`src/rtl/pcr_pkg.sv`:
```
// ****************************************************************
// Shared constants for the configuration and symbol error registers.
// ****************************************************************
package pcr_pkg;

	// ****************************************************************
	// Register addresses on the management interface.
	// ****************************************************************
	localparam logic [4:0] PCR_ADDR_CFG_ONE = 5'h12; // First configuration register.
	localparam logic [4:0] PCR_ADDR_CFG_TWO = 5'h13; // Second configuration register.
	localparam logic [4:0] PCR_ADDR_SYMERR = 5'h14; // Symbol error counter.

	// ****************************************************************
	// Field positions.
	// ****************************************************************
	localparam int PCR_CABLE_LEN_BIT = 13; // Obsolete cable-length bit.
	localparam int PCR_SELF_PWD_BIT = 1; // Self power-down enable bit.
	localparam int PCR_ADDR_LSB = 11; // Management address field, bits 15:11.
	localparam int PCR_AVG_LSB = 9; // Averaging length field, bits 10:9.
	localparam int PCR_WARN_LSB = 6; // Warning threshold field, bits 8:6.
	localparam int PCR_FAIL_LSB = 3; // Fail threshold field, bits 5:3.
	localparam int PCR_JUMBO_BIT = 2; // Jumbo packet enable bit.
	localparam int PCR_SLEEP_LSB = 0; // Sleep request time-out field, bits 1:0.

	// ****************************************************************
	// Reset values.
	// ****************************************************************
	localparam logic [2:0] PCR_ADDR_UPPER = 3'h1; // Fixed upper address bits.
	localparam logic [1:0] PCR_AVG_RST = 2'h1; // Averaging over 64 symbols.
	localparam logic [2:0] PCR_WARN_RST = 3'h1; // Class A warning threshold.
	localparam logic [2:0] PCR_FAIL_RST = 3'h0; // No fail threshold.
	localparam logic PCR_JUMBO_RST = 1'b1; // Packets up to 16 kB.
	localparam logic [1:0] PCR_SLEEP_RST = 2'h1; // 1 ms time-out.
	localparam logic [15:0] PCR_SYMERR_RST = 16'h0000; // Counter start value.
	localparam logic [15:0] PCR_SYMERR_MAX = 16'hffff; // Saturation value.

	// ****************************************************************
	// Management frame constants.
	// ****************************************************************
	localparam logic [5:0] PCR_PREAMBLE_LEN = 6'h20; // Ones needed before a start.
	localparam logic [1:0] PCR_OP_WRITE = 2'h1; // Write opcode.
	localparam logic [1:0] PCR_OP_READ = 2'h2; // Read opcode.

	// ****************************************************************
	// Timing, in the units given, and the clock rate.
	// ****************************************************************
	localparam int PCR_CLK_KHZ = 10000; // Reference clock rate in kHz.
	localparam int PCR_INDICATOR_STRETCH_TIME_US = 20; // Indicator stretch in us.
	localparam int PCR_INDICATOR_STRETCH_CYC =
		(PCR_INDICATOR_STRETCH_TIME_US * PCR_CLK_KHZ + 999) / 1000;
	localparam int PCR_SLEEP_TO0_US = 400; // Time-out code 0 in us.
	localparam int PCR_SLEEP_TO1_US = 1000; // Time-out code 1 in us.
	localparam int PCR_SLEEP_TO2_US = 4000; // Time-out code 2 in us.
	localparam int PCR_SLEEP_TO3_US = 16000; // Time-out code 3 in us.

	// ****************************************************************
	// Enumerations.
	// ****************************************************************
	typedef enum logic [1:0] {
		PCR_PWR_NORMAL = 2'h0,
		PCR_PWR_SLEEP = 2'h1,
		PCR_PWR_SLEEP_REQ = 2'h2,
		PCR_PWR_STANDBY = 2'h3
	} pcr_pwr_mode_t;

	typedef enum logic [2:0] {
		PCR_ST_PRE = 3'h0,
		PCR_ST_HDR = 3'h1,
		PCR_ST_TA = 3'h2,
		PCR_ST_RD = 3'h3,
		PCR_ST_WR = 3'h4
	} pcr_state_t;

endpackage

```
`src/rtl/pcr_regs.sv`:
```
// Summary of operation
// - Config one bit 0 reserved, reads zero.
// - Strap-dependent fields load from strap pins.
// - Obsolete cable-length bit resets to zero.
// - Active indicator output is stretched fixed time.
// - Indicator disabled enables wake in low modes.
// - Config two 15:11 reads address, upper 001.
// - Address matches management frames.
// - Bits 10:9 select averaging, reset 01.
// - Bits 8:6 warning threshold, reset 001.
// - Bits 5:3 fail threshold, reset 000.
// - Bit 2 jumbo packets, reset one.
// - Counter counts invalid symbols, idle included.
// - At most one count per packet.
// - Counter saturates at FFFFh.
// - Read returns count then clears it.
// - Link control off keeps the count.
// - Manager clears link control before wake request.
`timescale 1ns/100ps
module pcr_regs
	import pcr_pkg::*;
#(
	parameter int SLEEP_TO0_CYC = PCR_SLEEP_TO0_US * (PCR_CLK_KHZ / 1000),
	parameter int SLEEP_TO1_CYC = PCR_SLEEP_TO1_US * (PCR_CLK_KHZ / 1000),
	parameter int SLEEP_TO2_CYC = PCR_SLEEP_TO2_US * (PCR_CLK_KHZ / 1000),
	parameter int SLEEP_TO3_CYC = PCR_SLEEP_TO3_US * (PCR_CLK_KHZ / 1000)
) (
	// Clock, reset and enable.
	input wire logic ref_clk_i,
	input wire logic nrst_i,
	input wire logic ce_i,
	// Management interface, sampled on the reference clock.
	input wire logic mdc_i,
	input wire logic mdio_i,
	output logic mdio_o,
	output logic mdio_oe_o,
	// Straps and device status.
	input wire logic [1:0] addr_strap_i,
	input wire logic [1:0] power_mode_i,
	input wire logic link_ctrl_en_i,
	input wire logic sym_err_i,
	input wire logic rx_in_packet_i,
	input wire logic sleep_req_active_i,
	input wire logic indicator_raw_i,
	input wire logic wake_pin_i,
	// Configuration outputs.
	output logic self_power_down_en_o,
	output logic [4:0] phy_mgmt_addr_o,
	output logic [1:0] quality_avg_len_o,
	output logic [2:0] quality_warn_thresh_o,
	output logic [2:0] quality_fail_thresh_o,
	output logic jumbo_en_o,
	output logic [1:0] sleep_req_timeout_o,
	// Derived outputs.
	output logic sleep_req_expired_o,
	output logic indicator_o,
	output logic local_wake_en_o,
	output logic local_wake_o
);

	// ****************************************************************
	// Elaboration checks.
	// ****************************************************************
	generate
		if (SLEEP_TO0_CYC < 1 || SLEEP_TO1_CYC < 1 || SLEEP_TO2_CYC < 1 ||
			SLEEP_TO3_CYC < 1 || SLEEP_TO3_CYC > 262143 ||
			PCR_INDICATOR_STRETCH_CYC < 1 || PCR_INDICATOR_STRETCH_CYC > 4095) begin : g_bad
			$error("pcr_regs: time-out counts out of range");
		end
	endgenerate

	// ****************************************************************
	// Declarations.
	// ****************************************************************
	pcr_state_t state; // Frame state.
	logic mdc_q; // Previous management clock sample.
	logic mdc_rise; // Management clock rising edge, gated by enable.
	logic [5:0] ones_cnt; // Preamble ones seen.
	logic [4:0] bit_cnt; // Bit count within a frame phase.
	logic [11:0] hdr_sh; // Header bits collected so far.
	logic [12:0] hdr; // Complete header including the last bit.
	logic hdr_ours; // Header addresses one of our registers.
	logic is_read; // Current frame is a read.
	logic [4:0] reg_sel; // Register addressed by the frame.
	logic [15:0] data_sh; // Read or write data shift register.
	logic [15:0] rd_word; // Read value of the addressed register.
	logic wr_commit; // Last write data bit seen this cycle.
	logic [15:0] wr_word; // Complete write data word.
	logic sym_clear; // Read of the counter clears it.
	logic cable_len; // Obsolete cable-length bit, no effect.
	logic strap_done; // Straps captured after reset.
	logic [15:0] sym_cnt; // Symbol error count.
	logic pkt_counted; // This packet already added one.
	logic sym_inc; // Count one this cycle.
	logic [15:0] next_sym_cnt; // Next symbol error count.
	logic [17:0] sleep_cnt; // Sleep request time counter.
	logic [17:0] sleep_lim; // Selected time-out in cycles.
	logic [11:0] stretch_cnt; // Indicator stretch remaining.
	logic low_power; // Device in Sleep, Sleep Request or Standby.
	logic indicator_out_en_q; // Indicator output enable, whose home is outside this bank.

	assign mdc_rise = ce_i & mdc_i & ~mdc_q;
	assign hdr = {hdr_sh, mdio_i};
	assign wr_word = {data_sh[14:0], mdio_i};
	assign wr_commit = mdc_rise && state == PCR_ST_WR && bit_cnt == 5'd15;

	// Only the three registers of this bank answer; others belong elsewhere.
	assign hdr_ours = hdr[12] && hdr[9:5] == phy_mgmt_addr_o &&
		(hdr[11:10] == PCR_OP_READ || hdr[11:10] == PCR_OP_WRITE) &&
		(hdr[4:0] == PCR_ADDR_CFG_ONE || hdr[4:0] == PCR_ADDR_CFG_TWO ||
		hdr[4:0] == PCR_ADDR_SYMERR);

	// The count is taken and cleared as the header of a read completes.
	assign sym_clear = mdc_rise && state == PCR_ST_HDR && bit_cnt == 5'd12 &&
		hdr_ours && hdr[11:10] == PCR_OP_READ && hdr[4:0] == PCR_ADDR_SYMERR;

	// ****************************************************************
	// Read data assembly.
	// ****************************************************************
	// Unused bits of the first register read zero in this bank.
	always_comb begin
		rd_word = 16'h0000;
		if (hdr[4:0] == PCR_ADDR_CFG_ONE) begin
			rd_word[PCR_CABLE_LEN_BIT] = cable_len;
			rd_word[PCR_SELF_PWD_BIT] = self_power_down_en_o;
			rd_word[0] = 1'b0;
		end else if (hdr[4:0] == PCR_ADDR_CFG_TWO) begin
			rd_word = {phy_mgmt_addr_o, quality_avg_len_o, quality_warn_thresh_o,
				quality_fail_thresh_o, jumbo_en_o, sleep_req_timeout_o};
		end else if (hdr[4:0] == PCR_ADDR_SYMERR) begin
			rd_word = sym_cnt;
		end
	end

	// ****************************************************************
	// Management frame engine.
	// ****************************************************************
	// Edge detect on the management clock; the input is already synchronous.
	always_ff @(posedge ref_clk_i or negedge nrst_i) begin
		if (!nrst_i) begin
			mdc_q <= 1'b0;
		end else if (ce_i) begin
			mdc_q <= mdc_i;
		end
	end

	// Data changes just after a rising edge, a full period before the manager samples it.
	always_ff @(posedge ref_clk_i or negedge nrst_i) begin
		if (!nrst_i) begin
			state <= PCR_ST_PRE;
			ones_cnt <= 6'h00;
			bit_cnt <= 5'h00;
			hdr_sh <= 12'h000;
			is_read <= 1'b0;
			reg_sel <= 5'h00;
			data_sh <= 16'h0000;
			mdio_o <= 1'b0;
			mdio_oe_o <= 1'b0;
		end else if (mdc_rise) begin
			case (state)
				PCR_ST_PRE: begin
					// A zero after enough ones is the first start bit.
					if (mdio_i) begin
						if (ones_cnt != PCR_PREAMBLE_LEN) begin
							ones_cnt <= ones_cnt + 6'h01;
						end
					end else begin
						if (ones_cnt == PCR_PREAMBLE_LEN) begin
							state <= PCR_ST_HDR;
						end
						ones_cnt <= 6'h00;
						bit_cnt <= 5'h00;
					end
				end
				PCR_ST_HDR: begin
					hdr_sh <= hdr[11:0];
					bit_cnt <= bit_cnt + 5'h01;
					if (bit_cnt == 5'd12) begin
						bit_cnt <= 5'h00;
						is_read <= hdr[11:10] == PCR_OP_READ;
						reg_sel <= hdr[4:0];
						data_sh <= rd_word;
						state <= hdr_ours ? PCR_ST_TA : PCR_ST_PRE;
					end
				end
				PCR_ST_TA: begin
					// First turnaround bit: a reader starts driving zero.
					if (bit_cnt == 5'h00) begin
						bit_cnt <= 5'h01;
						mdio_oe_o <= is_read;
						mdio_o <= 1'b0;
					end else begin
						bit_cnt <= 5'h00;
						mdio_o <= is_read & data_sh[15];
						state <= is_read ? PCR_ST_RD : PCR_ST_WR;
					end
				end
				PCR_ST_RD: begin
					bit_cnt <= bit_cnt + 5'h01;
					data_sh <= {data_sh[14:0], 1'b0};
					mdio_o <= data_sh[14];
					if (bit_cnt == 5'd15) begin
						mdio_oe_o <= 1'b0;
						mdio_o <= 1'b0;
						state <= PCR_ST_PRE;
					end
				end
				PCR_ST_WR: begin
					bit_cnt <= bit_cnt + 5'h01;
					data_sh <= wr_word;
					if (bit_cnt == 5'd15) begin
						state <= PCR_ST_PRE;
					end
				end
				default: begin
					state <= PCR_ST_PRE;
				end
			endcase
		end
	end

	// ****************************************************************
	// Configuration registers.
	// ****************************************************************
	// The reserved bit is never stored, so it reads zero whatever is written.
	always_ff @(posedge ref_clk_i or negedge nrst_i) begin
		if (!nrst_i) begin
			cable_len <= 1'b0;
			self_power_down_en_o <= 1'b0;
		end else if (ce_i && wr_commit && reg_sel == PCR_ADDR_CFG_ONE) begin
			cable_len <= wr_word[PCR_CABLE_LEN_BIT];
			self_power_down_en_o <= wr_word[PCR_SELF_PWD_BIT];
		end
	end

	// Writable fields of the second register.
	always_ff @(posedge ref_clk_i or negedge nrst_i) begin
		if (!nrst_i) begin
			quality_avg_len_o <= PCR_AVG_RST;
			quality_warn_thresh_o <= PCR_WARN_RST;
			quality_fail_thresh_o <= PCR_FAIL_RST;
			jumbo_en_o <= PCR_JUMBO_RST;
			sleep_req_timeout_o <= PCR_SLEEP_RST;
		end else if (ce_i && wr_commit && reg_sel == PCR_ADDR_CFG_TWO) begin
			quality_avg_len_o <= wr_word[PCR_AVG_LSB +: 2];
			quality_warn_thresh_o <= wr_word[PCR_WARN_LSB +: 3];
			quality_fail_thresh_o <= wr_word[PCR_FAIL_LSB +: 3];
			jumbo_en_o <= wr_word[PCR_JUMBO_BIT];
			sleep_req_timeout_o <= wr_word[PCR_SLEEP_LSB +: 2];
		end
	end

	// Straps are caught on the first enabled edge; the async reset loads only a constant.
	always_ff @(posedge ref_clk_i or negedge nrst_i) begin
		if (!nrst_i) begin
			strap_done <= 1'b0;
			phy_mgmt_addr_o <= 5'h00;
		end else if (ce_i && !strap_done) begin
			strap_done <= 1'b1;
			phy_mgmt_addr_o <= {PCR_ADDR_UPPER, addr_strap_i};
		end
	end

	// ****************************************************************
	// Symbol error counter.
	// ****************************************************************
	// Inside a packet only the first bad symbol counts; in idle each one does.
	assign sym_inc = sym_err_i && !(rx_in_packet_i && pkt_counted);

	// A new error in the clearing cycle survives as a count of one.
	always_comb begin
		next_sym_cnt = sym_cnt;
		if (sym_clear) begin
			next_sym_cnt = sym_inc ? 16'h0001 : PCR_SYMERR_RST;
		end else if (sym_inc && sym_cnt != PCR_SYMERR_MAX) begin
			next_sym_cnt = sym_cnt + 16'h0001;
		end
	end

	// Link control is not read here, so turning it off keeps the count.
	always_ff @(posedge ref_clk_i or negedge nrst_i) begin
		if (!nrst_i) begin
			sym_cnt <= PCR_SYMERR_RST;
		end else if (ce_i) begin
			sym_cnt <= next_sym_cnt;
		end
	end

	// Packet marker: set by a counted error, dropped outside packets.
	always_ff @(posedge ref_clk_i or negedge nrst_i) begin
		if (!nrst_i) begin
			pkt_counted <= 1'b0;
		end else if (ce_i) begin
			pkt_counted <= rx_in_packet_i && (pkt_counted || sym_err_i);
		end
	end

	// ****************************************************************
	// Sleep request time-out.
	// ****************************************************************
	always_comb begin
		case (sleep_req_timeout_o)
			2'h0: sleep_lim = 18'(SLEEP_TO0_CYC);
			2'h1: sleep_lim = 18'(SLEEP_TO1_CYC);
			2'h2: sleep_lim = 18'(SLEEP_TO2_CYC);
			default: sleep_lim = 18'(SLEEP_TO3_CYC);
		endcase
	end

	// Counts while a sleep request lasts; flags expiry until it ends.
	always_ff @(posedge ref_clk_i or negedge nrst_i) begin
		if (!nrst_i) begin
			sleep_cnt <= 18'h00000;
			sleep_req_expired_o <= 1'b0;
		end else if (ce_i) begin
			if (!sleep_req_active_i) begin
				sleep_cnt <= 18'h00000;
				sleep_req_expired_o <= 1'b0;
			end else if (sleep_cnt >= sleep_lim - 18'h00001) begin
				sleep_req_expired_o <= 1'b1;
			end else begin
				sleep_cnt <= sleep_cnt + 18'h00001;
			end
		end
	end

	// ****************************************************************
	// Indicator output and local wake input.
	// ****************************************************************
	// The stretch reloads while the source is high and runs down after, so short events show.
	always_ff @(posedge ref_clk_i or negedge nrst_i) begin
		if (!nrst_i) begin
			stretch_cnt <= 12'h000;
			indicator_o <= 1'b0;
		end else if (ce_i) begin
			if (indicator_raw_i) begin
				stretch_cnt <= 12'(PCR_INDICATOR_STRETCH_CYC);
			end else if (stretch_cnt != 12'h000) begin
				stretch_cnt <= stretch_cnt - 12'h001;
			end
			indicator_o <= indicator_out_en_q && (indicator_raw_i || stretch_cnt != 12'h000);
		end
	end

	// Local enable copy, cleared at reset so the shared pin starts as wake input.
	always_ff @(posedge ref_clk_i or negedge nrst_i) begin
		if (!nrst_i) begin
			indicator_out_en_q <= 1'b0;
		end else if (ce_i && wr_commit && reg_sel == PCR_ADDR_CFG_ONE) begin
			indicator_out_en_q <= wr_word[3];
		end
	end
	assign low_power = power_mode_i == PCR_PWR_SLEEP || power_mode_i == PCR_PWR_SLEEP_REQ ||
		power_mode_i == PCR_PWR_STANDBY;

	// Wake is accepted only while the pin is not driving the indicator.
	always_ff @(posedge ref_clk_i or negedge nrst_i) begin
		if (!nrst_i) begin
			local_wake_en_o <= 1'b0;
			local_wake_o <= 1'b0;
		end else if (ce_i) begin
			local_wake_en_o <= !indicator_out_en_q && low_power;
			local_wake_o <= !indicator_out_en_q && low_power && wake_pin_i;
		end
	end

endmodule

```
`config.mk`:
```
export PLATFORM = sky130hd
export DESIGN_NAME = pcr_regs
export DESIGN_NICKNAME = d
export VERILOG_FILES = /design/src/rtl/pcr_pkg.sv /design/src/rtl/pcr_regs.sv
export SDC_FILE = /design/constraint.sdc
export NUM_CORES = 1
export LEC_CHECK = 0
export BUFFER_PORTS_ARGS = -buffer_cell sky130_fd_sc_hd__buf_2
export CORE_MARGIN = 4
export CORE_UTILIZATION = 35
export DETAILED_ROUTE_END_ITERATION = 8
export PLACE_DENSITY = 0.48
export SLEW_MARGIN = 20
export SYNTH_ARGS = -nofsm -noshare
export SYNTH_HDL_FRONTEND = slang
export SYNTH_SLANG_ARGS = --single-unit
```
`constraint.sdc`:
```
create_clock -name ref_clk_i -period 5.5 [get_ports ref_clk_i]
set_input_delay 1.1 -clock ref_clk_i [delete_from_list [all_inputs] [get_ports ref_clk_i]]
set_output_delay 1.1 -clock ref_clk_i [all_outputs]
set_load 0.02 [all_outputs]
```
==> reports/results.txt, run 1 <==
The run finished with clean final reports. In this run the number of H-tree levels came out at 4. Number of nets in the layout: 777. The most instantiated library cell after synthesis was sky130_fd_sc_hd__dfrtp_1.

After detailed placement, the total cell area comes to 0.00695 mm2. The number of remaining DRC errors was 0. Data on the critical path arrives at its endpoint at 4.01 ns. The run gives 0.000964 W as the power spent charging and discharging nets. In this run the most critical hold path is launched from indicator_o. Cell internal power was estimated by the tool at 0.00209 W. The tools report the first-pass GRT wire length as 27.9 mm. The portion of total power attributed to sequential cells is 41.3%. Global routing used 16.0% of the available tracks. Counting flops with an async set or reset pin after synthesis yields a share of 100%.

Final count of pins violating max slew: 0. After synthesis the netlist holds a flip-flop and latch count of 119. Each instance of the synthesized netlist takes up on average 9.35 um2.

In this run, the clock network consumes 39.3% of the power. Number of global-route vias before repair: 5363. 38 I/O pins were placed. Detailed routing inserted a total of 5410 vias. The number of endpoints with negative hold slack in the final report is 0. The run gives 974 as the number of non-filler instances in the completed layout.

For this run, the detailed router's first-pass iteration total came to 5. The die is 145 um tall. The total instance count after detailed placement is 942. The area overhead of the layout relative to synthesis works out to 14.8%. The logs give 0.784 for the routability congestion estimate and 0.0183 mm2 for the placeable core region.

Counting the fill cells in the layout gives 1783. In this run, the number of DRC markers left after iteration 0 of detailed routing was 357. Net switching is 31.6% of the power. Summing all multi-input logic gate instances after layout gives 0.00335 mm2. The number of setup violations in the final report was 0; the final period utilization was 66.7%. Kind of end point of the critical path: a register. Using the TritonRoute via totals, the vias-per-cell ratio works out to 5.55. The mapped netlist covers 0.00661 mm2.

The latest clock arrival within the worst-skew pair is 0.42 ns. In this run, CTS created clock tree buffers numbering 17. After clock tree synthesis, the flow added hold-fix buffers numbering 0.

The worst hold path belongs to the class register to register. Sorting the synthesized cells by how often they occur yields sky130_fd_sc_hd__dfrtp_1 (115), sky130_fd_sc_hd__nand2_1 (74), sky130_fd_sc_hd__nor2_1 (60). The initialized floorplan defines 49 standard-cell rows. TritonCTS built the clock tree. Tracing the worst setup path back leads to its startpoint at sleep_req_timeout_o[0]. The run gives 3.29 nW as the leakage power. Ranked by total cell area, the synthesized netlist is headed by sky130_fd_sc_hd__dfrtp_1 (44%), sky130_fd_sc_hd__ha_1 (5.7%), sky130_fd_sc_hd__mux2_2 (5.1%). The number of antenna violations at the first check in global routing was 0.

At the pin with the least slew margin, the transition time is 0.868 ns. Synthesis instantiated 66 different standard cells from the library. After routing, the total negative slack on setup checks comes to 0 ns. Cell taking the most area after synthesis: sky130_fd_sc_hd__dfrtp_1. No sink is reached through more buffers than the 2 on the longest clock path.

The cell depth of the worst min-delay path was 1; the final standard cell area without fillers was 0.00758 mm2. Area fraction of the dominant cell type after synthesis: 43.6%. The clock transition time at the flip-flop clock pins of the worst setup and hold paths was 0.05 ns. The setup path with the least slack is of type register to register. Detailed placement finished with a half-perimeter wire length of 11.2 mm.

The final layout contains routed wiring with a total length of 16.1 mm. The tree built by TritonCTS fans out to 119 sinks. Along the worst path, the maximum fanout reaches 24. Number of enable flip-flop cells after synthesis: 0. Summing the sequential cell areas from Yosys gives 45.1% of the chip area. In the final layout, flip-flops and latches occupy 0.00298 mm2. Count of max-cap constraint violations: 0. Once the floorplan was initialized, standard cells occupied 36.2% of the core. Synthesis produced a netlist whose cell count is 707.

The prevailing post-synth register cell is sky130_fd_sc_hd__dfrtp_1. In this run the clock root is driven by a sky130_fd_sc_hd__clkbuf_16. For the maximum clock rate, the log shows 273 MHz. Setup repair after global routing left no endpoint under its margin.

The combinational share of power was 19.4%. Headroom to the max-slew limit came out at 42.1%. Measured along the x axis, the die boundary spans 145 um. In the final layout, the share of cells above drive strength 1 is 15.7%. The total chip power was 0.00305 W; the average wire per cell in the routed design was 16.6 um.

The detail route stage leaves a number of antenna-violating nets equal to 0. The warning count from the yosys run is 0. Measured in cells, the most critical reg-to-reg path has a length of 10. Global routing finished with a remaining overflow of 0. Startpoint type of the worst setup path: a register.

The total power per unit cell area works out to 403 mW/mm2. The worst register-to-register path begins at sleep_req_timeout_o[0]. For the maximum vdd ir drop, the log shows 219 uV. Post-CTS timing repair inserted 0 buffers for setup.

In this run, post-CTS repair resized a total of 0 instances. Counting I/O delays and the setup requirement, the final critical path takes 3.67 ns. The die covers 0.0211 mm2. The largest clock skew in the final design is 0.00946 ns, and the maximum number of pins on one net before global-route repair is 50. The number of I/O port buffers was 34. The run gives 5.84 ns as the required time of the critical path. The number of antenna diodes in the final layout is 0.
## power groups by stage
stage	combinational [W]	sequential, W	clock [W]
6_report	0.000594	0.00126	0.00120
5_1_grt	0.000686	0.00130	0.00128
4_1_cts	0.000600	0.00126	0.00123
3_5_place_dp	0.000596	0.00127	0
3_3_place_gp	0.000581	0.00126	0
2_1_floorplan	0.000461	0.00121	0
## flip-flops by register name (all words and copies together) (netlist names), 3 cells and up
name                   count
hdr_sh                    12
state                      3
data_sh                   16
ones_cnt                   6
reg_sel                    5
sym_cnt                   16
quality_warn_thresh_o      3
bit_cnt                    5
quality_fail_thresh_o      3
sleep_cnt                 18
stretch_cnt               12
## layout by cell type, fill, tap and decap left out, types with 6 or more instances in the layout
cell type	count
sky130_fd_sc_hd__dfrtp_1	115
sky130_fd_sc_hd__or4_1	15
sky130_fd_sc_hd__buf_4	6
sky130_fd_sc_hd__nor2_1	60
sky130_fd_sc_hd__nor4_1	7
sky130_fd_sc_hd__nand3_1	33
sky130_fd_sc_hd__o211ai_1	18
sky130_fd_sc_hd__mux2_2	30
sky130_fd_sc_hd__nand2_1	74
sky130_fd_sc_hd__a22oi_1	14
sky130_fd_sc_hd__or3_1	7
sky130_fd_sc_hd__clkbuf_16	17
sky130_fd_sc_hd__nor3_1	14
sky130_fd_sc_hd__buf_2	33
sky130_fd_sc_hd__o31ai_1	14
sky130_fd_sc_hd__inv_1	30
sky130_fd_sc_hd__xor2_1	9
sky130_fd_sc_hd__ha_1	30
sky130_fd_sc_hd__a21oi_1	48
sky130_fd_sc_hd__o21ai_0	52
sky130_fd_sc_hd__nand4_1	13
## cell type report
type	count	share of cell area, %
multi-input combinational	524	44.2
sequential	119	39.3
clock buffer	19	5.71
tap	229	3.78
timing repair buffer	39	2.77
clock inverter	13	2.69
inverter	31	1.53
## worst max-delay path: stages, from the launching register on
cell and delay [ns]:
sky130_fd_sc_hd__dfstp_2 0.65, sky130_fd_sc_hd__inv_1 0.15, sky130_fd_sc_hd__ha_1 0.24, sky130_fd_sc_hd__inv_1 0.06, sky130_fd_sc_hd__ha_1 0.23, sky130_fd_sc_hd__a21oi_1 0.13
sky130_fd_sc_hd__nor2_1 0.06, sky130_fd_sc_hd__a211oi_1 0.50, sky130_fd_sc_hd__nand3_1 0.75, sky130_fd_sc_hd__or4_1 0.72, sky130_fd_sc_hd__nand3_1 0.10
## through the flow
stage / setup slack [ns] / util [%] / hold slack [ns]
final: 1.83 / 41.5 / 0.485
after global routing: 1.49 / 41.5 / 0.518
after CTS: 1.76 / 41.5 / 0.488
after detailed placement: 1.78 / 38.0 / 0.472
after global placement: 1.88 / 38.0 / 0.469
after floorplan: 2.59 / - / 0.465
## final timing paths
kind,endpoint,slack (ns)
min,indicator_o,0.48
max in group asynchronous,quality_avg_len_o[0],3.77
max reg2reg,sleep_cnt[17],1.83
max,sleep_cnt[17],1.83
min reg2reg,indicator_o,0.48
min in group asynchronous,sleep_cnt[16],0.70
## layer usage
metal | vias up | routed length (um) | GRT usage, %
met4 | 0 | 323 | 5.79
met1 | 2657 | 7780 | 21.7
met5 | - | 0 | 0
li1 | 2651 | - | -
met2 | 85 | 7560 | 25.2
met3 | 17 | 477 | 3.64
## cell families (layout without fill, tap and decap cells)
| logic type | Yosys count | count (layout) | share of synthesized area (%) |
|---|---|---|---|
| simple gates | 264 | 264 | 20.3 |
| fa+ha+maj | 30 | 30 | 5.68 |
| buf+inv | 65 | 102 | 4.20 |
| xor+xnor | 12 | 12 | 1.59 |
| mux | 31 | 31 | 5.26 |
| flops | 119 | 119 | 45.1 |
| compound gates | 184 | 184 | 17.7 |
| other cells | 2 | 3 | 0.114 |
(Power assumes the default switching activity.)
==> run 2, diff against run 1 <==
Settings changed: ABC_AREA from default to 1.
Clock period 5.5 ns to 3.4 ns, I/O delays scaled along.
==> run 2 against run 1 <==
  * Count of clock-buffer cells in the layout stayed put
  * Combinational power is 84% higher
  * Utilization down 0.67 points
  * Fmax up 35%
  * Clock power increased by 67%
  * Worst hold slack worse by 0.12 ns
  * Non-clock buffer count increased by 1
  * Die area is 8.4% higher
  * Synthesized cell count up 34%
  * Routed wire length increased by 7.2%
  * Sequential share of layout area decreased by 3.2 points
  * Critical endpoint is now sleep_cnt[9]
  * Largest power group is now the clock network
==> reports/results.txt, run 2 <==
The detailed-route via count is 6041 (+12%), and the latest clock arrival within the worst-skew pair is 0.41 ns (about the same). The required time of the critical path is 3.70 ns (-2.14 ns), and the parity-gate share of the synthesized area counting xor and xnor cells is 3.65% (+2.1 points). The number of nets in the layout is 1025 (+32%), and the pin slew with the least headroom to its limit is 0.820 ns (-0.0473 ns).

The vertical extent of the die came out at 151 um (+4.1%). The DRC marker count from the first detailed-route iteration is 349 (-2.2%), and the number of non-filler instances in the completed layout is 1263 (+30%). The count of buffers added by post-CTS timing repair for setup is 0 (unchanged). The warning count from the yosys run was 0 (unchanged). The clock period minus worst slack is 2.71 ns (-0.954 ns). STA classifies the critical path endpoint as a register.

The async set-or-reset flop fraction in the synthesized netlist was 100% (unchanged); the synthesized instance count was 945 (+34%). For the total congestion overflow after global routing, the log shows 0 (unchanged). Clock tree synthesis selected as its root buffer the cell sky130_fd_sc_hd__clkbuf_16.

The tools report the post-cts hold buffer count as 0 (unchanged). The number of flip-flops in the largest register is 18 (unchanged). The worst endpoint data arrival time came out at 3.01 ns (-1.00 ns). The run finished with clean final reports. The largest total area in the synthesized netlist belongs to sky130_fd_sc_hd__dfrtp_1. The initial core utilization was 35.5% (-0.62 points). The first-pass GRT wire length is 29.5 mm (+6.0%). The maximum clock insertion buffer count came out at 2 (unchanged). The utilization after layout is 40.8% (-0.67 points), and the adder-cell share of the synthesized area is 5.22% (-0.46 points). The run gives 0 (unchanged) as the post-cts resize count. The die outline area came out at 0.0229 mm2 (+8.4%). The maximum clock rate is 369 MHz (+35%), and the total power per unit cell area is 605 mW/mm2 (+50%).

The largest clock skew in the final design is 0.00650 ns (-0.00296 ns), and the compound-cell area share of the yosys netlist is 12.4% (-5.3 points). Final count of pins violating max slew: 0 (unchanged). The library cells used most frequently in the layout, excluding fill and tap cells, are sky130_fd_sc_hd__nand2_1 (247), sky130_fd_sc_hd__dfrtp_1 (115), sky130_fd_sc_hd__inv_1 (105). Setup repair after global routing left no endpoint under its margin. For the leakage power, the log shows 3.90 nW (+19%).

Count of antenna-violating nets left after detailed routing: 0 (unchanged). The tools report the number of diodes as 0 (unchanged). The run gives 17 (unchanged) as the number of buffers inserted during clock tree synthesis.

The tools report the number of setup violations in the final report as 0 (unchanged). The number of antenna violations at the first check in global routing is 0 (unchanged). The overall routed net length is 17.3 mm (+7.2%). Area fraction of the dominant cell type after synthesis: 40.0% (-3.5 points).

The count of unique library cells instantiated by Yosys is 49 (-26%), and the fraction of the yosys area taken by sequential cells is 41.5% (-3.7 points). The tools report the number of endpoints with negative hold slack in the final report as 0 (unchanged). The number of remaining DRC errors came out at 0 (unchanged). The relative max-transition margin was 45.3% (+3.3 points). The tools report the global-route total usage across every layer as 16.2% (+0.26 points). The number of I/O port buffers works out to 34 (unchanged). The logs give 0 ns (unchanged) for the setup TNS and 12.5 mm (+12%) for the final HPWL from detailed placement.

The tools report the total area of multi-input combinational cells as 0.00362 mm2 (+8.1%). The mean cell area of the mapped netlist works out to 7.61 um2 (-19%). After synthesis, the cell types taking the most area are sky130_fd_sc_hd__dfrtp_1 (40%), sky130_fd_sc_hd__nand2_1 (13%), sky130_fd_sc_hd__nand3_1 (6.1%). STA classifies the critical path startpoint as a register. The area overhead of the layout relative to synthesis was 14.9%. The largest registers in the layout are sleep_cnt x18, data_sh x16, sym_cnt x16. Count of max-cap constraint violations: 0 (unchanged). By count the netlist is led by sky130_fd_sc_hd__nand2_1 (247), sky130_fd_sc_hd__dfrtp_1 (115), sky130_fd_sc_hd__inv_1 (105).

The run gives 119 (unchanged) as the total clock sinks. For the total instance count after detailed placement, the log shows 1231 (+31%). The combinational family with the most area after synthesis was simple AND/OR/NAND/NOR gates. The maximum vdd ir drop is 345 uV (+58%). Post-synthesis share of cell area spent on and, or, nand and nor gates: 29.0% (+8.7 points). The multiplexer fraction of the synthesized cell area is 0% (-5.3 points). Counting flops per register, the top entry is sleep_cnt. The peak fanout along the critical path is 18 (-25%), and the sequential cell area is 0.00298 mm2 (unchanged). The most instantiated library cell after synthesis is sky130_fd_sc_hd__nand2_1. The logs give 0.364 ns (-0.121 ns) for the final-layout worst hold slack and 7 (+2) for the number of iterations in the first detailed-routing pass. The final period utilization is 79.8% (+13 points), and the deepest level of the CTS H-tree is 4 (unchanged). The tools report the number of top-level pins as 38 (unchanged).

The number of inserted filler cells in the final layout was 2119 (+19%); the clock transition time at the flip-flop clock pins of the worst setup and hold paths was 0.06 ns (about the same). The width of the chip is 151 um (+4.1%). Minimum setup slack in the final design: 0.688 ns (-1.15 ns). The number of register bits inferred by synthesis is 119 (unchanged). Post-detailed-route via-to-cell ratio: 4.78 (-14%).

The maximum number of pins on one net before global-route repair came out at 60 (+20%). The post-place setup slack is 0.646 ns (-1.13 ns), and the routability congestion estimate is 0.793 (+1.1%). TritonCTS built the clock tree.

The path type of the worst min-delay path was primary input to async pin. The run gives 52 (+6.1%) as the number of core rows. The placeable core region came out at 0.0202 mm2 (+11%).

The average wire per cell in the routed design was 13.7 um (-17%). Total standard cell area after synthesis: 0.00719 mm2 (+8.9%). Among all flip-flop cells after synthesis, the most frequent one is sky130_fd_sc_hd__dfrtp_1.

The run gives 5736 (+7.0%) as the number of global-route vias before repair. Number of enable flip-flop cells after synthesis: 0 (unchanged). Leaving out fill and tap cells, the most frequent cell in the layout is sky130_fd_sc_hd__nand2_1.

By startpoint and endpoint, the worst setup path is classified as register to register. The fraction of layout cells with a size suffix above 1 is 12.6% (-3.1 points).
## run 2: per-layer routing
layer | vias up | GRT usage, % | share of wire (%)
li1 | 3140 | - | -
met1 | 2797 | 23.9 | 51
met2 | 90 | 24.2 | 44
met3 | 14 | 3.53 | 3.9
met4 | 0 | 4.13 | 1.0
met5 | - | 0 | 0
## run 2: worst paths after layout
| check | from | slack (ns) | cells past startpoint | end |
|---|---|---|---|---|
| worst min register to register | local_wake_o | 0.48 | 2 | local_wake_o |
| worst min-delay path | nrst_i | 0.36 | 1 | sym_cnt[14] |
| worst max-delay path | sleep_req_timeout_o[0] | 0.69 | 12 | sleep_cnt[9] |
| worst max register to register | sleep_req_timeout_o[0] | 0.69 | 12 | sleep_cnt[9] |
| min in group ref_clk_i | local_wake_o | 0.48 | 2 | local_wake_o |
| max in group asynchronous | nrst_i | 2.30 | 2 | quality_warn_thresh_o[0] |
## run 2: area by class of cell
class | instances | area share, %
clock inverters | 13 | 2.44
inverters | 116 | 5.27
multi-input cells | 686 | 43.9
flip-flops and latches | 119 | 36.1
well taps | 270 | 4.09
repair buffers | 40 | 2.79
clock buffers | 19 | 5.48
## run 2: worst max-delay path, stage by stage (launching register included)
cell and delay [ns]:
sky130_fd_sc_hd__dfstp_2 0.63, sky130_fd_sc_hd__inv_1 0.17, sky130_fd_sc_hd__ha_1 0.24, sky130_fd_sc_hd__nor2_1 0.09
sky130_fd_sc_hd__ha_1 0.23, sky130_fd_sc_hd__nand2_1 0.08, sky130_fd_sc_hd__inv_1 0.04, sky130_fd_sc_hd__nand2_1 0.05
sky130_fd_sc_hd__a21boi_0 0.07, sky130_fd_sc_hd__nor2_1 0.23, sky130_fd_sc_hd__nand4_2 0.47, sky130_fd_sc_hd__nand3_1 0.21
sky130_fd_sc_hd__nand2_1 0.07
## run 2: stage by stage
step / instance area [um2] / power [W]
6_report: 8270 / 0.00500
5_1_grt: 8270 / 0.00534
4_1_cts: 8270 / 0.00507
3_5_place_dp: 7610 / 0.00303
3_3_place_gp: 7610 / 0.00303
2_1_floorplan: 7200 / 0.00274
## run 2: cell families after synthesis
logic type	count (synthesis)
buffers and inverters	141
adders and majority gates	30
other	2
DFF	119
xor gates and xnor gates	30
and+or+nand+nor	474
AOI/OAI and AO/OA	149
## run 2: report_power, final
group	total [W]	internal, W	switching, W	leakage, nW
Sequential	0.00191	0.00169	0.000220	1.53
Clock	0.00200	0.00133	0.000663	0.315
Combinational	0.00109	0.000368	0.000721	2.06
Total	0.00500	0.00340	0.00160	3.90
==> run 3, diff against run 2 <==
Clock period 3.4 ns to 2.58 ns, I/O delays scaled along.
==> run 3 against run 2 <==
  * Utilization is 0.29 points higher
  * Sequential share of layout area shrank 0.25 points
  * Die area did not move
  * Final area increased by 0.71%
  * Power rose by 29%
  * Worst hold slack got worse by 0.30 ns
  * Clock skew about the same
  * Fmax increased by 12%
  * Register-to-register slack worse by 0.53 ns
  * Combinational power up 32%
==> reports/results.txt, run 3 (synthesized netlist as in run 2, its figures left out) <==
The largest clock skew in the final design was 0.00625 ns (-0.000245 ns); the total chip power was 0.00645 W (+29%). From synthesis to final layout, the design area changed by 15.7%. The flow ran to the end, and the final reports show no timing, DRC or antenna violations.

The vertical extent of the die was 151 um (unchanged); the final period utilization was 93.9% (+14 points). The register ranked first by flip-flop count was sleep_cnt. The latest clock arrival within the worst-skew pair is 0.42 ns (about the same), and the maximum vdd ir drop is 478 uV (+39%). Total power per unit cell area: 775 mW/mm2 (+28%). The post-cts hold buffer count is 0 (unchanged), and the delay contributed by the slowest stage of the critical path is 0.53 ns (-0.10 ns). The final HPWL from detailed placement came out at 12.5 mm (-0.46%). The maximum clock rate is 413 MHz (+12%). The logs give 29.0 mm (-1.8%) for the first-pass GRT wire length and 0 (unchanged) for the number of remaining DRC errors. The required time of the critical path came out at 2.88 ns (-0.82 ns).

The clock transition time at the flip-flop clock pins of the worst setup and hold paths was 0.06 ns (about the same); the detailed-route via count was 5971 (-1.2%). Sequential cell area: 0.00298 mm2 (unchanged). In the final layout, the registers with the most flip-flops are sleep_cnt x18, data_sh x16, sym_cnt x16. The fraction of layout cells with a size suffix above 1 came out at 13.1% (+0.52 points). The tools report the placeable core region as 0.0202 mm2 (unchanged). The width of the chip was 151 um (unchanged). The run gives 38 (unchanged) as the number of top-level pins. The peak fanout along the critical path is 10 (-8).

The tools report the number of setup violations in the final report as 0 (unchanged). The initial core utilization is 35.5% (unchanged). By startpoint and endpoint, the worst setup path is classified as register to register. The overall routed net length is 17.6 mm (+1.4%), and the number of global-route vias before repair is 5526 (-3.7%). For the DRC marker count from the first detailed-route iteration, the log shows 308 (-12%).

The total clock sinks is 119 (unchanged), and the number of antenna violations at the first check in global routing is 0 (unchanged). TritonCTS built the clock tree. The count of antenna-violating nets left after detailed routing was 0 (unchanged). The slowest stage cell on the critical path is sky130_fd_sc_hd__dfstp_2. The number of nets in the layout was 1031 (+0.59%); the number of I/O port buffers was 34 (unchanged).

Number of buffers inserted during clock tree synthesis: 17 (unchanged). The pin slew with the least headroom to its limit is 0.527 ns (-0.293 ns), and the post-place setup slack is 0.0354 ns (-0.611 ns). The tools report the global-route total usage across every layer as 16.0% (-0.24 points).

The number of flip-flops in the largest register works out to 18 (unchanged). The logs give 64.6% (+19 points) for the relative max-transition margin and 0.796 (+0.44%) for the routability congestion estimate. Total congestion overflow after global routing: 0 (unchanged).

The worst setup path is captured at a register. The clock period minus worst slack is 2.42 ns (-0.290 ns). Leaving out fill and tap cells, the most frequent cell in the layout is sky130_fd_sc_hd__nand2_1. Die outline area: 0.0229 mm2 (unchanged). The library cells used most frequently in the layout, excluding fill and tap cells, are sky130_fd_sc_hd__nand2_1 (247), sky130_fd_sc_hd__dfrtp_1 (115), sky130_fd_sc_hd__inv_1 (105). The tools report the final count of pins violating max slew as 0 (unchanged). The number of core rows came out at 52 (unchanged).

The deepest level of the CTS H-tree was 4 (unchanged); the post-detailed-route via-to-cell ratio was 4.71 (-1.6%). For the number of iterations in the first detailed-routing pass, the log shows 5 (-2). CTS placed an instance of sky130_fd_sc_hd__clkbuf_16 at the clock tree root. The logs give 2.72 ns (-0.29 ns) for the worst endpoint data arrival time and 0.158 ns (-0.530 ns) for the minimum setup slack in the final design.

Number of inserted filler cells in the final layout: 2063 (-2.6%). The maximum number of pins on one net before global-route repair was 45 (-25%). The worst setup path is launched from a register. The run gives 0 (unchanged) as the number of diodes. The maximum clock insertion buffer count was 2 (unchanged). Traced cell by cell, the critical path runs through buf_4 -> ha_1 -> inv_1 -> ha_1 -> nand2_1 -> nor2_1 -> and2_1 -> nand3b_1 -> nand3_2 -> nand2_4 -> nand3_1 -> nand2_1. In this run the worst hold path is classified as primary input to async pin. The number of endpoints with negative hold slack in the final report was 0 (unchanged). For the count of max-cap constraint violations, the log shows 0 (unchanged). The total area of multi-input combinational cells was 0.00366 mm2 (+0.90%); the average wire per cell in the routed design was 13.8 um (+0.96%). The leakage power came out at 3.95 nW (+1.2%).
[run 3: cell count changes in the layout (fill, tap and decap cells not counted), sizes merged]
cell	delta
clkinv	-3
clkbuf	+7
clkinvlp	-1
buf	+5
nand2	+1
bufinv	-3
[run 3: worst paths after layout]
| check | slack (ns) | start | to | depth (start not counted) |
|---|---|---|---|---|
| setup / recovery | 0.16 | sleep_req_timeout_o[0] | sleep_cnt[10] | 12 |
| hold / removal | 0.06 | nrst_i | sym_cnt[9] | 1 |
| max in group asynchronous | 1.85 | nrst_i | sleep_req_timeout_o[0] | 2 |
| min in group ref_clk_i | 0.35 | rx_in_packet_i | pkt_counted | 3 |
| hold reg to reg | 0.48 | local_wake_en_o | local_wake_en_o | 2 |
| setup reg to reg | 0.16 | sleep_req_timeout_o[0] | sleep_cnt[10] | 12 |
[run 3: final cells by class]
class / count / area share, %
multi-input cells: 687 / 43.9
flip-flops and latches: 119 / 35.8
clock buffers: 26 / 6.36
inverters: 116 / 5.23
well taps: 270 / 4.06
repair buffers: 45 / 3.52
clock inverters: 6 / 1.07
[run 3: layer usage]
metal / vias up / global-route usage, % / share of wire, %
met3: 16 / 2.78 / 2.2
li1: 3152 / - / -
met4: 0 / 4.76 / 1.3
met1: 2747 / 23.6 / 53
met5: - / 0 / 0
met2: 56 / 24.0 / 44
[run 3: timing repair]
item,in CTS,in global routing
setup buffers,0,1
pin swaps,0,3
resized for setup,1,5
cloned,0,1
endpoints found under the setup margin,5,19
[run 3: worst max-delay path: cells and delay by family (launching register included)]
family                   cells  cell delay (ns)
flip-flops                   1             0.53
buffers and inverters        2             0.25
AND/OR/NAND/NOR              8             1.01
adder cells (fa/ha/maj)      2             0.50
[run 3: metrics by stage]
stage / instance area [um2] / hold slack, ns / cells / utilization [%] / setup TNS (ns)
2_1_floorplan: 7200 / 0.220 / 946 / - / 0
3_3_place_gp: 7650 / 0.463 / 1235 / 37.8 / 0
3_5_place_dp: 7650 / 0.472 / 1235 / 37.8 / 0
4_1_cts: 8280 / 0.0752 / 1267 / 40.9 / 0
5_1_grt: 8320 / 0.101 / 1269 / 41.1 / -0.0158
6_report: 8320 / 0.0646 / 1269 / 41.1 / 0
[run 3: power breakdown]
group          internal [W]  switching, W
combinational      0.000495      0.000946
sequential          0.00223      0.000297
clock               0.00160      0.000874
